File: src/core/pcs_pkg.sv
/*
 * Shared constants for the printer configuration and head strobe block:
 * register offsets, field positions, reset values, timing counts, states.
 * Assumes a 125 MHz pclk and 32-bit APB with byte addresses.
 */
`default_nettype none
package pcs_pkg;
	// Clock and timing
	localparam int CLK_PERIOD_NS = 8;
	localparam int STROBE_TIME_NS = 1000;
	localparam int STEP_TIME_NS = 2000;
	localparam int STROBE_CYCLES = (STROBE_TIME_NS + CLK_PERIOD_NS - 1) / CLK_PERIOD_NS;
	localparam int STEP_CYCLES = (STEP_TIME_NS + CLK_PERIOD_NS - 1) / CLK_PERIOD_NS;
	// Head geometry
	localparam int HEAD_BLOCKS = 6;
	localparam int BLOCK_DOTS = 64;
	localparam int LINE_WORDS = 12;
	localparam int FIXED_SPLIT = 3;
	// Register byte offsets
	localparam logic [11:0] CTRL_OFS = 12'h000;
	localparam logic [11:0] STATUS_OFS = 12'h004;
	localparam logic [11:0] CONFIG_OFS = 12'h008;
	localparam logic [11:0] LINE_OFS = 12'h040;
	// CTRL fields
	localparam int CTRL_OVR_BIT = 0;
	localparam int CTRL_VAR_BIT = 1;
	localparam int CTRL_START_BIT = 2;
	localparam logic [1:0] CTRL_RESET = 2'h0;
	// STATUS fields
	localparam int ST_NOPAPER_BIT = 0;
	localparam int ST_HEADUP_BIT = 1;
	localparam int ST_SUPPLY_BIT = 2;
	localparam int ST_COLD_BIT = 3;
	localparam int ST_HOT_BIT = 4;
	localparam int ST_CUTTER_BIT = 5;
	localparam int ST_BUSY_BIT = 8;
	localparam int ST_PEND_BIT = 9;
	localparam int ST_SAMPLED_BIT = 10;
	// CONFIG fields (low bit positions)
	localparam int CF_CUTTER_BIT = 0;
	localparam int CF_CRLF_BIT = 1;
	localparam int CF_XON_BIT = 2;
	localparam int CF_DTR_BIT = 3;
	localparam int CF_PAR_BIT = 4;
	localparam int CF_PARITY_LO = 5;
	localparam int CF_BAUD_LO = 8;
	localparam int CF_CHARSET_LO = 12;
	localparam int CF_AUTOLOAD_BIT = 16;
	localparam int CF_DENSITY_LO = 17;
	localparam int CF_VAR_BIT = 20;
	// Strap reset value: every strap reads high when open
	localparam logic [13:0] STRAP_RESET = 14'h3FFF;
	localparam logic [3:0] HOST_PARALLEL_CODE = 4'hF;
	localparam logic [3:0] HOST_IDX_TOP = 4'hE;
	localparam logic [3:0] BAUDS_PER_PARITY = 4'h5;
	// Scheduler states
	typedef enum logic [1:0] {
		ST_IDLE = 2'b00,
		ST_STROBE = 2'b01,
		ST_STEP = 2'b10
	} pcs_state_type;
endpackage : pcs_pkg
`default_nettype wire

File: src/core/pcs_top.sv
/*
 * Printer configuration strap decode, thermal head strobe scheduler and
 * error clearing, with an APB register slave.
 * Assumes straps and sensor inputs synchronous to pclk, and sensors that
 * report comparator results (supply range, temperature thresholds).
 */
// Added by the designer: the register addresses and the APB slave port.
// What this block does
// - A dot line is six strobed blocks of sixty-four dots.
// - Fixed or variable division, chosen by strap or host command.
// - Fixed mode drives six 64-dot blocks, left first, fixed order.
// - Fixed mode drives set blocks in motor step one and two.
// - Variable: group blocks so each strobe holds at most 64 dots.
// - Variable: all strobes in step one; step two only feeds paper.
// - Drive strap low selects variable, high selects fixed.
// - Cutter strap low enables cutter, high disables it.
// - Carriage-return strap low makes CR a line feed, high ignores it.
// - Flow strap low XON/XOFF, high DTR/DSR, only for serial.
// - Auto-load strap low enables automatic paper loading.
// - Host code all high is parallel, else serial parity and baud.
// - Charset code all high JIS, down to all low USA.
// - Two density straps choose light, standard, slightly dark, dark.
// - No-paper clears when paper returns; auto load runs if enabled.
// - Head-up clears once the lever reads lowered.
// - Supply error clears only by feed switch or power-on, in range.
// - Temperature fault: cold clears at 0C, hot clears at 60C.
// - Cutter lock clears only by feed switch or power-on, jam gone.
// - Paper-out mid-print finishes the line, stops, resumes with paper.
`timescale 1ns/1ps
`default_nettype none
module pcs_top #(
	parameter int STROBE_LEN = pcs_pkg::STROBE_CYCLES,
	parameter int STEP_LEN = pcs_pkg::STEP_CYCLES
) (
	input wire logic pclk,
	input wire logic presetn,
	input wire logic psel,
	input wire logic penable,
	input wire logic pwrite,
	input wire logic [11:0] paddr,
	input wire logic [31:0] pwdata,
	output logic [31:0] prdata,
	output logic pready,
	output logic pslverr,
	input wire logic cutter_enable_strap,
	input wire logic cr_as_linefeed_strap,
	input wire logic density_strap_hi,
	input wire logic flow_ctrl_strap,
	input wire logic host_if_code_0,
	input wire logic host_if_code_1,
	input wire logic host_if_code_2,
	input wire logic host_if_code_3,
	input wire logic charset_code_0,
	input wire logic charset_code_1,
	input wire logic charset_code_2,
	input wire logic autoload_enable_strap,
	input wire logic head_drive_scheme_strap,
	input wire logic density_strap_lo,
	input wire logic paper_feed_switch,
	input wire logic paper_present,
	input wire logic head_lever_down,
	input wire logic head_motor_supply,
	input wire logic temp_below_0c,
	input wire logic temp_at_65c,
	input wire logic temp_at_60c,
	input wire logic cutter_locked,
	output logic [5:0] head_strobe,
	output logic motor_step,
	output logic line_done,
	output logic autoload_start,
	output logic print_error,
	output logic cutter_enable,
	output logic cr_as_linefeed,
	output logic xon_xoff_sel,
	output logic dtr_dsr_sel,
	output logic host_parallel,
	output logic [1:0] serial_parity,
	output logic [2:0] baud_sel,
	output logic [2:0] charset_sel,
	output logic autoload_enable,
	output logic [1:0] density_level,
	output logic variable_division
);
	// Dots set in one 64-dot block
	function automatic logic [6:0] dot_count(input logic [63:0] dots);
		logic [6:0] n;
		n = 7'h00;
		for (int i = 0; i < pcs_pkg::BLOCK_DOTS; i++) begin
			n = n + {6'h00, dots[i]};
		end
		return n;
	endfunction : dot_count

	logic [13:0] strap_ff;
	logic sampled_ff;
	logic [1:0] ctrl_ff;
	logic [31:0] line_mem [pcs_pkg::LINE_WORDS];
	logic pending_ff;
	logic nopaper_ff, headup_ff, supply_ff, cold_ff, hot_ff, cutter_ff;
	logic [31:0] prdata_ff;
	logic pready_ff, pslverr_ff;
	pcs_pkg::pcs_state_type state_ff, nxt_state;
	logic [15:0] cnt_ff, nxt_cnt;
	logic [2:0] blk_ff, nxt_blk;
	logic step_ff, nxt_step;
	logic [5:0] mask_ff, nxt_mask;
	logic [2:0] after_ff, nxt_after;
	logic done_ff, nxt_done;
	logic autoload_ff;

	// Straps caught once after reset release; the async reset loads a constant
	always_ff @(posedge pclk or negedge presetn) begin
		if (!presetn) begin
			strap_ff <= pcs_pkg::STRAP_RESET;
			sampled_ff <= 1'b0;
		end else if (!sampled_ff) begin
			strap_ff <= {density_strap_lo, head_drive_scheme_strap, autoload_enable_strap,
				charset_code_2, charset_code_1, charset_code_0, host_if_code_3,
				host_if_code_2, host_if_code_1, host_if_code_0, flow_ctrl_strap,
				density_strap_hi, cr_as_linefeed_strap, cutter_enable_strap};
			sampled_ff <= 1'b1;
		end
	end

	// Strap decode; all straps are active low
	wire [3:0] host_code = strap_ff[7:4];
	wire [3:0] host_idx = pcs_pkg::HOST_IDX_TOP - host_code;
	assign cutter_enable = !strap_ff[0];
	assign cr_as_linefeed = !strap_ff[1];
	assign host_parallel = host_code == pcs_pkg::HOST_PARALLEL_CODE;
	assign serial_parity = host_parallel ? 2'h0 : 2'(host_idx / pcs_pkg::BAUDS_PER_PARITY);
	assign baud_sel = host_parallel ? 3'h0 : 3'(host_idx % pcs_pkg::BAUDS_PER_PARITY);
	assign xon_xoff_sel = !host_parallel && !strap_ff[3];
	assign dtr_dsr_sel = !host_parallel && strap_ff[3];
	assign charset_sel = ~strap_ff[10:8];
	assign autoload_enable = !strap_ff[11];
	assign density_level = ~{strap_ff[2], strap_ff[13]};
	// Host command overrides the strap when its enable bit is set
	assign variable_division = ctrl_ff[pcs_pkg::CTRL_OVR_BIT]
		? ctrl_ff[pcs_pkg::CTRL_VAR_BIT] : !strap_ff[12];

	// APB decode; one wait state so read data comes from a flip-flop
	wire apb_acc = psel && penable;
	wire apb_done = apb_acc && pready_ff;
	wire wr_en = apb_done && pwrite && !pslverr_ff;
	wire hit_ctrl = paddr == pcs_pkg::CTRL_OFS;
	wire hit_status = paddr == pcs_pkg::STATUS_OFS;
	wire hit_config = paddr == pcs_pkg::CONFIG_OFS;
	wire hit_line = paddr >= pcs_pkg::LINE_OFS && paddr[1:0] == 2'h0
		&& paddr < pcs_pkg::LINE_OFS + 12'(4 * pcs_pkg::LINE_WORDS);
	wire [3:0] line_idx = 4'((paddr - pcs_pkg::LINE_OFS) >> 2);
	wire addr_ok = hit_ctrl || hit_status || hit_config || hit_line;
	wire busy = state_ff != pcs_pkg::ST_IDLE;
	wire err_any = nopaper_ff || headup_ff || supply_ff || cold_ff || hot_ff || cutter_ff;

	logic [31:0] status_word, config_word, rdata;
	always_comb begin
		status_word = 32'h0000_0000;
		status_word[pcs_pkg::ST_NOPAPER_BIT] = nopaper_ff;
		status_word[pcs_pkg::ST_HEADUP_BIT] = headup_ff;
		status_word[pcs_pkg::ST_SUPPLY_BIT] = supply_ff;
		status_word[pcs_pkg::ST_COLD_BIT] = cold_ff;
		status_word[pcs_pkg::ST_HOT_BIT] = hot_ff;
		status_word[pcs_pkg::ST_CUTTER_BIT] = cutter_ff;
		status_word[pcs_pkg::ST_BUSY_BIT] = busy;
		status_word[pcs_pkg::ST_PEND_BIT] = pending_ff;
		status_word[pcs_pkg::ST_SAMPLED_BIT] = sampled_ff;
		config_word = 32'h0000_0000;
		config_word[pcs_pkg::CF_CUTTER_BIT] = cutter_enable;
		config_word[pcs_pkg::CF_CRLF_BIT] = cr_as_linefeed;
		config_word[pcs_pkg::CF_XON_BIT] = xon_xoff_sel;
		config_word[pcs_pkg::CF_DTR_BIT] = dtr_dsr_sel;
		config_word[pcs_pkg::CF_PAR_BIT] = host_parallel;
		config_word[pcs_pkg::CF_PARITY_LO +: 2] = serial_parity;
		config_word[pcs_pkg::CF_BAUD_LO +: 3] = baud_sel;
		config_word[pcs_pkg::CF_CHARSET_LO +: 3] = charset_sel;
		config_word[pcs_pkg::CF_AUTOLOAD_BIT] = autoload_enable;
		config_word[pcs_pkg::CF_DENSITY_LO +: 2] = density_level;
		config_word[pcs_pkg::CF_VAR_BIT] = variable_division;
		if (hit_ctrl) begin
			rdata = {30'h0000_0000, ctrl_ff};
		end else if (hit_status) begin
			rdata = status_word;
		end else if (hit_config) begin
			rdata = config_word;
		end else if (hit_line) begin
			rdata = line_mem[line_idx];
		end else begin
			rdata = 32'h0000_0000;
		end
	end

	// APB answer: pready high in the second access cycle
	always_ff @(posedge pclk or negedge presetn) begin
		if (!presetn) begin
			pready_ff <= 1'b0;
			pslverr_ff <= 1'b0;
			prdata_ff <= 32'h0000_0000;
		end else begin
			pready_ff <= apb_acc && !pready_ff;
			pslverr_ff <= apb_acc && !pready_ff && !addr_ok;
			prdata_ff <= (apb_acc && !pready_ff && !pwrite) ? rdata : 32'h0000_0000;
		end
	end
	assign pready = pready_ff;
	assign pslverr = pslverr_ff;
	assign prdata = prdata_ff;

	// Control register and start request; a start waits while any error stands
	wire start_wr = wr_en && hit_ctrl && pwdata[pcs_pkg::CTRL_START_BIT];
	wire launch = !busy && pending_ff && !err_any;
	always_ff @(posedge pclk or negedge presetn) begin
		if (!presetn) begin
			ctrl_ff <= pcs_pkg::CTRL_RESET;
			pending_ff <= 1'b0;
		end else begin
			if (wr_en && hit_ctrl) begin
				ctrl_ff <= pwdata[1:0];
			end
			pending_ff <= start_wr || (pending_ff && !launch);
		end
	end

	// Line memory; software should not rewrite it while busy
	always_ff @(posedge pclk) begin
		if (wr_en && hit_line) begin
			line_mem[line_idx] <= pwdata;
		end
	end

	// Dot counts of the six 64-dot blocks
	logic [6:0] blk_dots [pcs_pkg::HEAD_BLOCKS];
	always_comb begin
		for (int b = 0; b < pcs_pkg::HEAD_BLOCKS; b++) begin
			blk_dots[b] = dot_count({line_mem[2 * b + 1], line_mem[2 * b]});
		end
	end

	// Next strobe group starting at block blk; fixed takes one, variable packs
	logic [5:0] grp_mask;
	logic [2:0] grp_after;
	logic [7:0] acc;
	logic stop;
	always_comb begin
		grp_mask = 6'h00;
		grp_after = 3'(pcs_pkg::HEAD_BLOCKS);
		acc = 8'h00;
		stop = 1'b0;
		for (int b = 0; b < pcs_pkg::HEAD_BLOCKS; b++) begin
			if (3'(b) >= nxt_blk && !stop) begin
				if (!variable_division) begin
					grp_mask[b] = 1'b1;
					grp_after = 3'(b + 1);
					stop = 1'b1;
				end else if (acc + {1'b0, blk_dots[b]} <= 8'(pcs_pkg::BLOCK_DOTS)) begin
					grp_mask[b] = 1'b1;
					acc = acc + {1'b0, blk_dots[b]};
					grp_after = 3'(b + 1);
				end else begin
					stop = 1'b1;
				end
			end
		end
	end

	// End of strobing for the current motor step
	wire fixed_split = !step_ff && after_ff == 3'(pcs_pkg::FIXED_SPLIT);
	wire step_end = after_ff == 3'(pcs_pkg::HEAD_BLOCKS) || (!variable_division && fixed_split);

	// Strobe scheduler
	always_comb begin
		nxt_state = state_ff;
		nxt_cnt = cnt_ff + 16'h0001;
		nxt_blk = blk_ff;
		nxt_step = step_ff;
		nxt_done = 1'b0;
		unique case (state_ff)
			pcs_pkg::ST_IDLE: begin
				nxt_cnt = 16'h0000;
				if (launch) begin
					nxt_blk = 3'h0;
					nxt_step = 1'b0;
					nxt_state = pcs_pkg::ST_STROBE;
				end
			end
			pcs_pkg::ST_STROBE: begin
				if (cnt_ff == 16'(STROBE_LEN - 1)) begin
					nxt_cnt = 16'h0000;
					nxt_blk = after_ff;
					if (step_end) begin
						nxt_state = pcs_pkg::ST_STEP;
					end
				end
			end
			pcs_pkg::ST_STEP: begin
				if (cnt_ff == 16'(STEP_LEN - 1)) begin
					nxt_cnt = 16'h0000;
					nxt_step = 1'b1;
					if (step_ff) begin
						nxt_done = 1'b1;
						nxt_state = pcs_pkg::ST_IDLE;
					end else if (!variable_division) begin
						nxt_state = pcs_pkg::ST_STROBE;
					end // Variable mode: second step only feeds paper
				end
			end
			default: begin
				nxt_state = pcs_pkg::ST_IDLE;
			end
		endcase
	end

	// Group taken when a strobe phase opens; kept out of the scheduler to avoid a comb loop
	wire load_grp = nxt_state == pcs_pkg::ST_STROBE && nxt_cnt == 16'h0000;
	assign nxt_mask = load_grp ? grp_mask : mask_ff;
	assign nxt_after = load_grp ? grp_after : after_ff;

	always_ff @(posedge pclk or negedge presetn) begin
		if (!presetn) begin
			state_ff <= pcs_pkg::ST_IDLE;
			cnt_ff <= 16'h0000;
			blk_ff <= 3'h0;
			step_ff <= 1'b0;
			mask_ff <= 6'h00;
			after_ff <= 3'h0;
			done_ff <= 1'b0;
		end else begin
			state_ff <= nxt_state;
			cnt_ff <= nxt_cnt;
			blk_ff <= nxt_blk;
			step_ff <= nxt_step;
			mask_ff <= nxt_mask;
			after_ff <= nxt_after;
			done_ff <= nxt_done;
		end
	end
	assign head_strobe = (state_ff == pcs_pkg::ST_STROBE) ? mask_ff : 6'h00;
	assign motor_step = state_ff == pcs_pkg::ST_STEP && cnt_ff == 16'h0000;
	assign line_done = done_ff;

	// Error flags: each clears only when its cause is gone, so a new cause wins
	wire feed_clear = paper_feed_switch && head_motor_supply;
	always_ff @(posedge pclk or negedge presetn) begin
		if (!presetn) begin
			nopaper_ff <= 1'b0;
			headup_ff <= 1'b0;
			supply_ff <= 1'b0;
			cold_ff <= 1'b0;
			hot_ff <= 1'b0;
			cutter_ff <= 1'b0;
			autoload_ff <= 1'b0;
		end else begin
			nopaper_ff <= !paper_present;
			headup_ff <= !head_lever_down;
			supply_ff <= !head_motor_supply || (supply_ff && !feed_clear);
			cold_ff <= temp_below_0c;
			hot_ff <= temp_at_65c || (hot_ff && !temp_at_60c);
			cutter_ff <= (cutter_enable && cutter_locked)
				|| (cutter_ff && !(paper_feed_switch && !cutter_locked));
			autoload_ff <= nopaper_ff && paper_present && autoload_enable;
		end
	end
	assign autoload_start = autoload_ff;
	assign print_error = err_any;
endmodule : pcs_top
`default_nettype wire

File: config.mk
export PLATFORM = sky130hd
export DESIGN_NAME = pcs_top
export DESIGN_NICKNAME = d
export VERILOG_FILES = /design/src/core/pcs_pkg.sv /design/src/core/pcs_top.sv
export SDC_FILE = /design/constraint.sdc
export NUM_CORES = 1
export LEC_CHECK = 0
export ABC_AREA = 1
export BUFFER_PORTS_ARGS = -buffer_cell sky130_fd_sc_hd__buf_2
export CAP_MARGIN = 20
export CORE_ASPECT_RATIO = 1.75
export CORE_MARGIN = 1
export CORE_UTILIZATION = 60
export CTS_BUF_LIST = sky130_fd_sc_hd__clkbuf_8
export CTS_CLUSTER_DIAMETER = 120
export DETAILED_ROUTE_END_ITERATION = 7
export GPL_ROUTABILITY_DRIVEN = 1
export PLACE_DENSITY = 0.81
export REMOVE_ABC_BUFFERS = 1
export SYNTH_ARGS = -nofsm -noshare
export SYNTH_HDL_FRONTEND = slang
export SYNTH_SLANG_ARGS = --single-unit
File: constraint.sdc
create_clock -name pclk -period 44.3 [get_ports pclk]
set_input_delay 6.645 -clock pclk [delete_from_list [all_inputs] [get_ports pclk]]
set_output_delay 6.645 -clock pclk [all_outputs]
set_load 0.005 [all_outputs]
==> out/qor_table.md, run 1 <==
| Parameter | Value | Unit |
|---|---|---|
| Die W | 180 | um |
| Clock insertion delay at the later pin of the skew report | 0.69 | ns |
| Final-layout worst hold slack | 0.476 | ns |
| Area overhead of the layout relative to synthesis | 10.6 | % |
| Combinational fraction of design power | 55.5 | % |
| Violated checks | design-rule violations | - |
| Fraction of registers with async set or reset after synthesis | 16.5 | % |
| Grt total ovfl | 0 | - |
| Measured slew at the worst slew-check pin | 1.18 | ns |
| Number of buffers added on ports | 131 | - |
| Type of the worst setup path | register to register | - |
| Num rows | 113 | - |
| Final non-filler cell area | 0.0367 | mm2 |
| Top-count cell post-synth | sky130_fd_sc_hd__inv_1 | - |
| CTS Buf Count | 80 | - |
| Clock net sink count | 551 | - |
| Peak per-stage delay on the critical path | 0.56 | ns |
| Io pins | 132 | - |
| CP arrival | 37.11 | ns |
| Register bit count reported by yosys | 551 | - |
| Worst-case headroom to the max-slew limit | 20.5 | % |
| Number of search-and-repair iterations in the first detailed-routing pass | 8 | - |
| Overall via count from detail_route | 23.1k | - |
| Final Slew Violations | 0 | - |
| Post-CTS setup buffers | 0 | - |
| Root Driver | sky130_fd_sc_hd__clkbuf_8 | - |
| Placed wire-length estimate | 77.0 | mm |
| Antenna violations before repair | 3 | - |
| Via count of the first global-routing pass | 24.4k | - |
| Number of buffers inserted by hold repair at cts | 0 | - |
| Synth warn | 0 | - |
| Result of the run | finished, violations left | - |
| Endpoint type of the worst setup path | register | - |
| Sequential fraction of design power | 25.7 | % |
| HP Class | register to register | - |
| Post-layout minimum cycle time | 36.51 | ns |
| Static Leakage | 0.0165 | uW |
| Post-synthesis instance area | 0.0332 | mm2 |
| Antenna-violating nets left | 0 | - |
| Via count normalized by instance count | 5.95 | - |
| Initial Utilization | 61.0 | % |
| Cell count after placement | 3738 | - |
| Pin count of the biggest net entering global routing | 59 | - |
| Chip height | 313 | um |
| Gpl congestion | 1.00 | - |
| Share of synthesized area occupied by flip-flops and latches | 48.5 | % |
| Cell taking the most area after synthesis | sky130_fd_sc_hd__edfxtp_1 | - |
| Fraction of post-synthesis cell area in the top cell type by area | 41.6 | % |
| Biggest fanout along the worst timing path | 9 | - |
| Period Utilization, post-route | 82.4 | % |
| Data required, critical path | 44.90 | ns |
| List of most frequent post-synthesis cells | 666 x sky130_fd_sc_hd__inv_1, 460 x sky130_fd_sc_hd__edfxtp_1, 335 x sky130_fd_sc_hd__fa_1, 273 x sky130_fd_sc_hd__nand2_1, 216 x sky130_fd_sc_hd__o22ai_1 | - |
| Unrepaired setup endpoints after global routing | no | - |
| Maximum level of the CTS H-tree | 3 | - |
| Setup Skew | 0.0591 | ns |
| Proportion of total power due to net switching | 43.9 | % |
| Hold violation total from the final report | 0 | - |
| Wire length per cell after detailed routing | 25.8 | um |
| Core outline area | 0.0544 | mm2 |
| Total Wirelength | 100 | mm |
| Ratio of cells with drive above 1 in the final layout | 11.2 | % |
| Final instance count without filler cells | 3889 | - |
| Crit path launch type | register | - |
| Cell occurring most often along the worst timing path | sky130_fd_sc_hd__fa_1 | - |
| Main synth FF type | sky130_fd_sc_hd__edfxtp_1 | - |
| Post-cts sizing count | 0 | - |
| Clk pin slew, worst setup/hold paths | 0.07 | ns |
| Largest cells by area after synthesis | sky130_fd_sc_hd__edfxtp_1 42%, sky130_fd_sc_hd__fa_1 20%, sky130_fd_sc_hd__inv_1 7.5% | - |
| Critical path's slowest cell | sky130_fd_sc_hd__fa_1 | - |
| Mean instance size in the synthesized netlist | 11.5 | um2 |
| Final setup violation count | 0 | - |
| Post-layout nets | 3682 | - |
| Setup TNS after final layout | 0 | ns |
| Pwr per Cell Area | 61.8 | mW/mm2 |
| Number of DRC markers in iteration 0 | 2708 | - |
| Placed standard-cell area | 0.0350 | mm2 |
| Post-synthesis cell count | 2881 | - |
| Max-cap violation count | 0 | - |
| Internal power | 1280 | uW |
| Remaining routing DRC violations | 19 | - |
| Number of buffers between clock root and the deepest sink | 3 | - |
| Number of enable flip-flop cells after synthesis | 460 | - |
| Unique cell type count in the Yosys netlist | 54 | - |
| Final core utilization | 67.5 | % |
| Die Outline Area | 0.0563 | mm2 |
| Total routing usage reported by global routing | 36.8 | % |
| TritonCTS clock tree | built | - |
| Largest voltage drop on the vdd net | 114 | uV |
| Fmax | 27.4 | MHz |
| Clock share of power | 18.8 | % |
| Switching power summed over all nets | 997 | uW |
| Global-route wire length before repair | 149 | mm |
-- placed cells by master (no fill, tap or decap), types with 9 or more instances in the layout --
| cell | netlist | final |
|---|---|---|
| sky130_fd_sc_hd__inv_1 | 666 | 685 |
| sky130_fd_sc_hd__edfxtp_1 | 460 | 460 |
| sky130_fd_sc_hd__fa_1 | 335 | 335 |
| sky130_fd_sc_hd__nand2_1 | 273 | 271 |
| sky130_fd_sc_hd__o22ai_1 | 216 | 216 |
| sky130_fd_sc_hd__ha_1 | 145 | 145 |
| sky130_fd_sc_hd__o21ai_0 | 133 | 133 |
| sky130_fd_sc_hd__buf_2 | 2 | 130 |
| sky130_fd_sc_hd__nor2_1 | 135 | 122 |
| sky130_fd_sc_hd__clkbuf_8 | 0 | 96 |
| sky130_fd_sc_hd__nand3_1 | 91 | 91 |
| sky130_fd_sc_hd__dfrtp_1 | 77 | 77 |
| sky130_fd_sc_hd__conb_1 | 2 | 77 |
| sky130_fd_sc_hd__a21oi_1 | 58 | 58 |
| sky130_fd_sc_hd__nand4_1 | 54 | 54 |
| sky130_fd_sc_hd__buf_4 | 2 | 29 |
| sky130_fd_sc_hd__nor2_2 | 9 | 21 |
| sky130_fd_sc_hd__xor2_1 | 18 | 18 |
| sky130_fd_sc_hd__clkinv_2 | 0 | 16 |
| sky130_fd_sc_hd__dfstp_2 | 14 | 14 |
| sky130_fd_sc_hd__xnor2_1 | 11 | 11 |
| sky130_fd_sc_hd__nor3_1 | 10 | 10 |
| sky130_fd_sc_hd__and2_1 | 9 | 9 |
| sky130_fd_sc_hd__a22oi_1 | 9 | 9 |
-- final cells by class --
type | count | area [um2]
diodes | 1 | 2.50
clock buffers | 96 | 1320
clock inverters | 53 | 357
fillers | 4000 | 17700
inverters | 676 | 2540
multi-input cells | 1662 | 14600
flip-flops and latches | 551 | 16100
well taps | 690 | 863
repair buffers | 160 | 888
-- logic make-up after synthesis --
group | after synthesis | synth area share, %
DFF | 551 | 48.5
and+or+nand+nor | 612 | 8.32
xor gates and xnor gates | 29 | 0.765
buffers and inverters | 743 | 8.44
adders and majority gates | 480 | 25.6
other | 2 | 0.0226
AOI/OAI and AO/OA | 459 | 8.15
muxes | 5 | 0.169
-- final timing paths --
check,from,endpoint,slack [ns],cells past startpoint
worst max register to register,line_mem[0][15]$_DFFE_PP_,mask_ff[5]$_DFFE_PN0P_,7.79,148
min in group asynchronous,presetn,cnt_ff[1]$_DFF_PN0_,5.98,1
worst min register to register,pready$_DFF_PN0_,pready$_DFF_PN0_,0.48,1
worst min-delay path,pready$_DFF_PN0_,pready$_DFF_PN0_,0.48,1
max in group asynchronous,presetn,nopaper_ff$_DFF_PN0_,37.16,2
worst max-delay path,line_mem[0][15]$_DFFE_PP_,mask_ff[5]$_DFFE_PN0P_,7.79,148
-- state kept, by name, indices dropped and copies added, names as in the netlist, 2 cells and up --
name and count:
prdata 32, line_mem 460, strap_ff 14, ctrl_ff 2, blk_ff 3, mask_ff 6, cnt_ff 16, state_ff 2
after_ff 3
-- critical path: cells and delay by family (launching register included) --
family,cells,cell delay (ns)
DFF,1,0.43
adders and majority gates,56,26.24
and+or+nand+nor,55,5.72
AOI/OAI and AO/OA,6,1.46
xor gates and xnor gates,2,0.46
buffers and inverters,29,2.13
-- through the flow --
step / setup WS [ns] / total power [uW]
global route: 5.73 / 2470
global placement: 8.63 / 1760
detailed placement: 7.90 / 1840
finish: 7.79 / 2270
CTS: 7.85 / 2260
floorplan: 10.55 / 1540
-- per-layer routing --
| metal | vias to the layer above | global-route usage [%] | share of wire (%) |
|---|---|---|---|
| li1 | 9998 | - | - |
| met4 | 0 | 29.4 | 8.9 |
| met1 | 11200 | 41.9 | 32 |
| met2 | 1540 | 61.4 | 49 |
| met3 | 355 | 6.63 | 9.7 |
| met5 | - | 0 | 0 |
-- power by group through the flow --
stage / logic (uW) / clock network [uW] / registers [uW]
final: 1260 / 427 / 583
after global routing: 1430 / 452 / 584
after CTS: 1250 / 431 / 583
after detailed placement: 1240 / 0 / 594
after global placement: 1170 / 0 / 593
after floorplan: 945 / 0 / 591
(Power assumes the default switching activity.)
==> run 2, diff against run 1 <==
ABC_AREA = 0   (was 1)
CORE_UTILIZATION = 58   (was 60)
PLACE_DENSITY = 0.82   (was 0.81)
clock period = 32.2 ns   (was 44.3 ns; I/O delays follow)
==> run 2 against run 1 <==
The flow finishes with violations (negative setup slack). Fmax is 0.62% lower. Via count is 3.8% lower. Clock skew is 0.016 ns lower. Die area is 4.4% higher. Non-clock buffer count is 220 higher. Synthesized area is 0.93% higher. Hold slack better by 0.010 ns. Critical path type unchanged. Register-to-register slack worse by 12 ns. First-iteration DRC count is 11% lower. Cell area is 6.4% higher.
==> out/qor_table.md, run 2 <==
| Parameter | Value | Unit |
|---|---|---|
| Result of the run | finished, violations left | - |
| Violated checks | negative setup slack | - |
| Unique cell type count in the Yosys netlist | 85 | - |
| Peak per-stage delay on the critical path | 0.59 | ns |
| Biggest fanout along the worst timing path | 4 | - |
| Max-cap violation count | 0 | - |
| Fmax | 27.2 | MHz |
| Final Slew Violations | 0 | - |
| Endpoint type of the worst setup path | register | - |
| Clock net sink count | 535 | - |
| Grt total ovfl | 0 | - |
| Post-layout minimum cycle time | 36.74 | ns |
| Top-count cell post-synth | sky130_fd_sc_hd__inv_1 | - |
| Type of the worst setup path | register to register | - |
| Register bit count reported by yosys | 535 | - |
| Number of buffers inserted by hold repair at cts | 0 | - |
| Register containing the most flip-flops in the final layout | line_mem | - |
| Chip height | 320 | um |
| Die W | 184 | um |
| Measured slew at the worst slew-check pin | 1.12 | ns |
| Largest cells by area after synthesis | sky130_fd_sc_hd__edfxtp_1 40%, sky130_fd_sc_hd__fa_1 20%, sky130_fd_sc_hd__mux4_2 8.5% | - |
| Overall via count from detail_route | 22.2k | - |
| Total routing usage reported by global routing | 35.9 | % |
| Number of enable flip-flop cells after synthesis | 444 | - |
| TritonCTS clock tree | built | - |
| Remaining routing DRC violations | 0 | - |
| Critical Path Sink | mask_ff[5]$_DFFE_PN0P_ | - |
| Pin count of the biggest net entering global routing | 66 | - |
| Area overhead of the layout relative to synthesis | 16.5 | % |
| Num rows | 116 | - |
| Antenna-violating nets left | 0 | - |
| Via count normalized by instance count | 6.02 | - |
| CP arrival | 37.34 | ns |
| Share of synthesized area occupied by flip-flops and latches | 46.6 | % |
| Maximum level of the CTS H-tree | 3 | - |
| List of most frequent post-synthesis cells | 556 x sky130_fd_sc_hd__inv_1, 444 x sky130_fd_sc_hd__edfxtp_1, 335 x sky130_fd_sc_hd__fa_1, 145 x sky130_fd_sc_hd__ha_1, 126 x sky130_fd_sc_hd__mux4_2 | - |
| Number of cells on the worst reg-to-reg path | 125 | - |
| Number of buffers between clock root and the deepest sink | 3 | - |
| Crit path launch type | register | - |
| Multi-input gate area | 0.0163 | mm2 |
| Fraction of post-synthesis cell area in the top cell type by area | 39.8 | % |
| HP Class | register to register | - |
| Setup TNS after final layout | -13.57 | ns |
| Worst-case headroom to the max-slew limit | 25.3 | % |
| Post-layout nets | 3409 | - |
| Core outline area | 0.0572 | mm2 |
| Clk pin slew, worst setup/hold paths | 0.07 | ns |
| Final instance count without filler cells | 3693 | - |
| Number of buffers added on ports | 131 | - |
| Root Driver | sky130_fd_sc_hd__clkbuf_8 | - |
| Cell occurring most often along the worst timing path | sky130_fd_sc_hd__fa_1 | - |
| Initial Utilization | 58.6 | % |
| Final setup violation count | 3 | - |
| Fraction of registers with async set or reset after synthesis | 17.0 | % |
| Hold violation total from the final report | 0 | - |
| Period Utilization, post-route | 114 | % |
| Via count of the first global-routing pass | 23.9k | - |
| Main synth FF type | sky130_fd_sc_hd__edfxtp_1 | - |
| Cell count after placement | 3517 | - |
| Setup Skew | 0.0428 | ns |
| Unrepaired setup endpoints after global routing | yes | - |
| Reg-to-Reg Start | line_mem[0][1]$_DFFE_PP_ | - |
| Data required, critical path | 32.81 | ns |
| Global-route wire length before repair | 148 | mm |
| Io pins | 132 | - |
| Cell taking the most area after synthesis | sky130_fd_sc_hd__edfxtp_1 | - |
| Post-synthesis cell count | 2400 | - |
| Number of search-and-repair iterations in the first detailed-routing pass | 7 | - |
| Wire length per cell after detailed routing | 27.4 | um |
| Number of DRC markers in iteration 0 | 2400 | - |
| Synth warn | 0 | - |
| Critical path's slowest cell | sky130_fd_sc_hd__fa_1 | - |
| Antenna violations before repair | 7 | - |
| CTS Buf Count | 78 | - |
| Total Wirelength | 101 | mm |
| Gpl congestion | 1.05 | - |
| R2R Path End | mask_ff[5]$_DFFE_PN0P_ | - |
| Worst Slack Setup Final | -4.54 | ns |
| Filler cell count in the final layout | 3909 | - |
| Most frequent standard cell in the layout excluding fill and tap cells | sky130_fd_sc_hd__inv_1 | - |
| Highest-count cells in the layout ignoring fill and taps | 564 x sky130_fd_sc_hd__inv_1, 444 x sky130_fd_sc_hd__edfxtp_1, 322 x sky130_fd_sc_hd__fa_1 | - |
| Largest register FFs | 444 | - |
| Startpoint of the worst setup timing path | line_mem[0][1]$_DFFE_PP_ | - |
| Clock insertion delay at the later pin of the skew report | 0.68 | ns |
| Post-synthesis instance area | 0.0335 | mm2 |
| Placed wire-length estimate | 78.3 | mm |
| FF+latch area | 0.0156 | mm2 |
| Die Outline Area | 0.0588 | mm2 |
| Setup slack of the worst register-to-register path | -4.54 | ns |
| Mean instance size in the synthesized netlist | 14.0 | um2 |
| Ratio of cells with drive above 1 in the final layout | 26.3 | % |
==> run 2: cell count changes after synthesis, sizes merged, moves of 16 or more <==
cell / before / now
mux2: 5 / 27
inv: 675 / 557
nor2: 147 / 96
o21ai: 139 / 37
o22ai: 216 / 21
mux2i: 0 / 32
edfxtp: 460 / 444
nor2b: 0 / 30
nand3: 95 / 20
nand4: 54 / 7
a21oi: 59 / 40
nor3: 12 / 29
mux4: 0 / 126
nand2: 281 / 42
==> run 2: worst min-delay path by stage <==
stage	start	end	slack, ns	depth (start not counted)
4_1_cts	mask_ff[3]$_DFFE_PN0P_	mask_ff[3]$_DFFE_PN0P_	0.49	2
5_1_grt	mask_ff[0]$_DFFE_PN0P_	mask_ff[0]$_DFFE_PN0P_	0.54	1
6_report	mask_ff[3]$_DFFE_PN0P_	mask_ff[3]$_DFFE_PN0P_	0.49	2
3_3_place_gp	mask_ff[3]$_DFFE_PN0P_	mask_ff[3]$_DFFE_PN0P_	0.46	2
2_1_floorplan	mask_ff[5]$_DFFE_PN0P_	mask_ff[5]$_DFFE_PN0P_	0.44	1
3_5_place_dp	mask_ff[3]$_DFFE_PN0P_	mask_ff[3]$_DFFE_PN0P_	0.47	2
==> run 2: worst max-delay path: cells and delay by family, from the launching register on <==
| family | cells | cell delay (ns) |
|---|---|---|
| adders and majority gates | 58 | 26.23 |
| buffers and inverters | 24 | 1.69 |
| muxes | 3 | 0.84 |
| AOI/OAI and AO/OA | 26 | 4.69 |
| and+or+nand+nor | 11 | 2.00 |
| DFF | 1 | 0.43 |
| xor gates and xnor gates | 3 | 0.75 |
==> run 2: per-layer routing <==
metal | track usage [%] | up-vias | part of all wire (%)
li1 | - | 9088 | -
met1 | 38.3 | 11300 | 31
met2 | 59.9 | 1415 | 50
met3 | 7.17 | 477 | 8.1
met4 | 32.1 | 6 | 11
met5 | 0 | - | 0.044
==> run 2: area by class of cell <==
type / count / area share, %
antenna: 4 / 0.0256
tap: 767 / 2.46
clock inverter: 59 / 0.916
multi-input combinational: 1305 / 41.7
sequential: 535 / 40.0
timing repair buffer: 380 / 6.61
clock buffer: 85 / 2.99
inverter: 558 / 5.36
==> run 2: per-stage QoR <==
step,worst slack (ns),instance area (um2),utilization [%],hold slack (ns)
after floorplan,-4.17,33500,-,0.441
after global placement,-5.11,36900,64.5,0.465
after detailed placement,-6.00,36900,64.5,0.471
after CTS,-4.21,38700,67.7,0.485
after global routing,-5.67,39100,68.3,0.536
final,-4.54,39100,68.3,0.486
==> run 2: what timing repair did <==
action / in CTS / in global routing
endpoints found under the setup margin: 3 / 3
setup buffers: 12 / 13
pin swaps: 103 / 71
gates resized for setup: 62 / 45
==> run 2: cell families (layout without fill, tap and decap cells) <==
logic type / after synthesis / count (layout) / synth area share (%)
buf+inv: 619 / 1082 / 6.99
fa+ha+maj: 480 / 480 / 25.4
flops: 535 / 535 / 46.6
simple gates: 316 / 316 / 4.91
xor+xnor: 47 / 47 / 1.23
other cells: 2 / 65 / 0.0224
mux: 185 / 185 / 10.4
compound gates: 216 / 216 / 4.45
Power of run 2 is not shown: default switching activity piles up to over one toggle a cycle in this logic, so the estimate is an artifact.
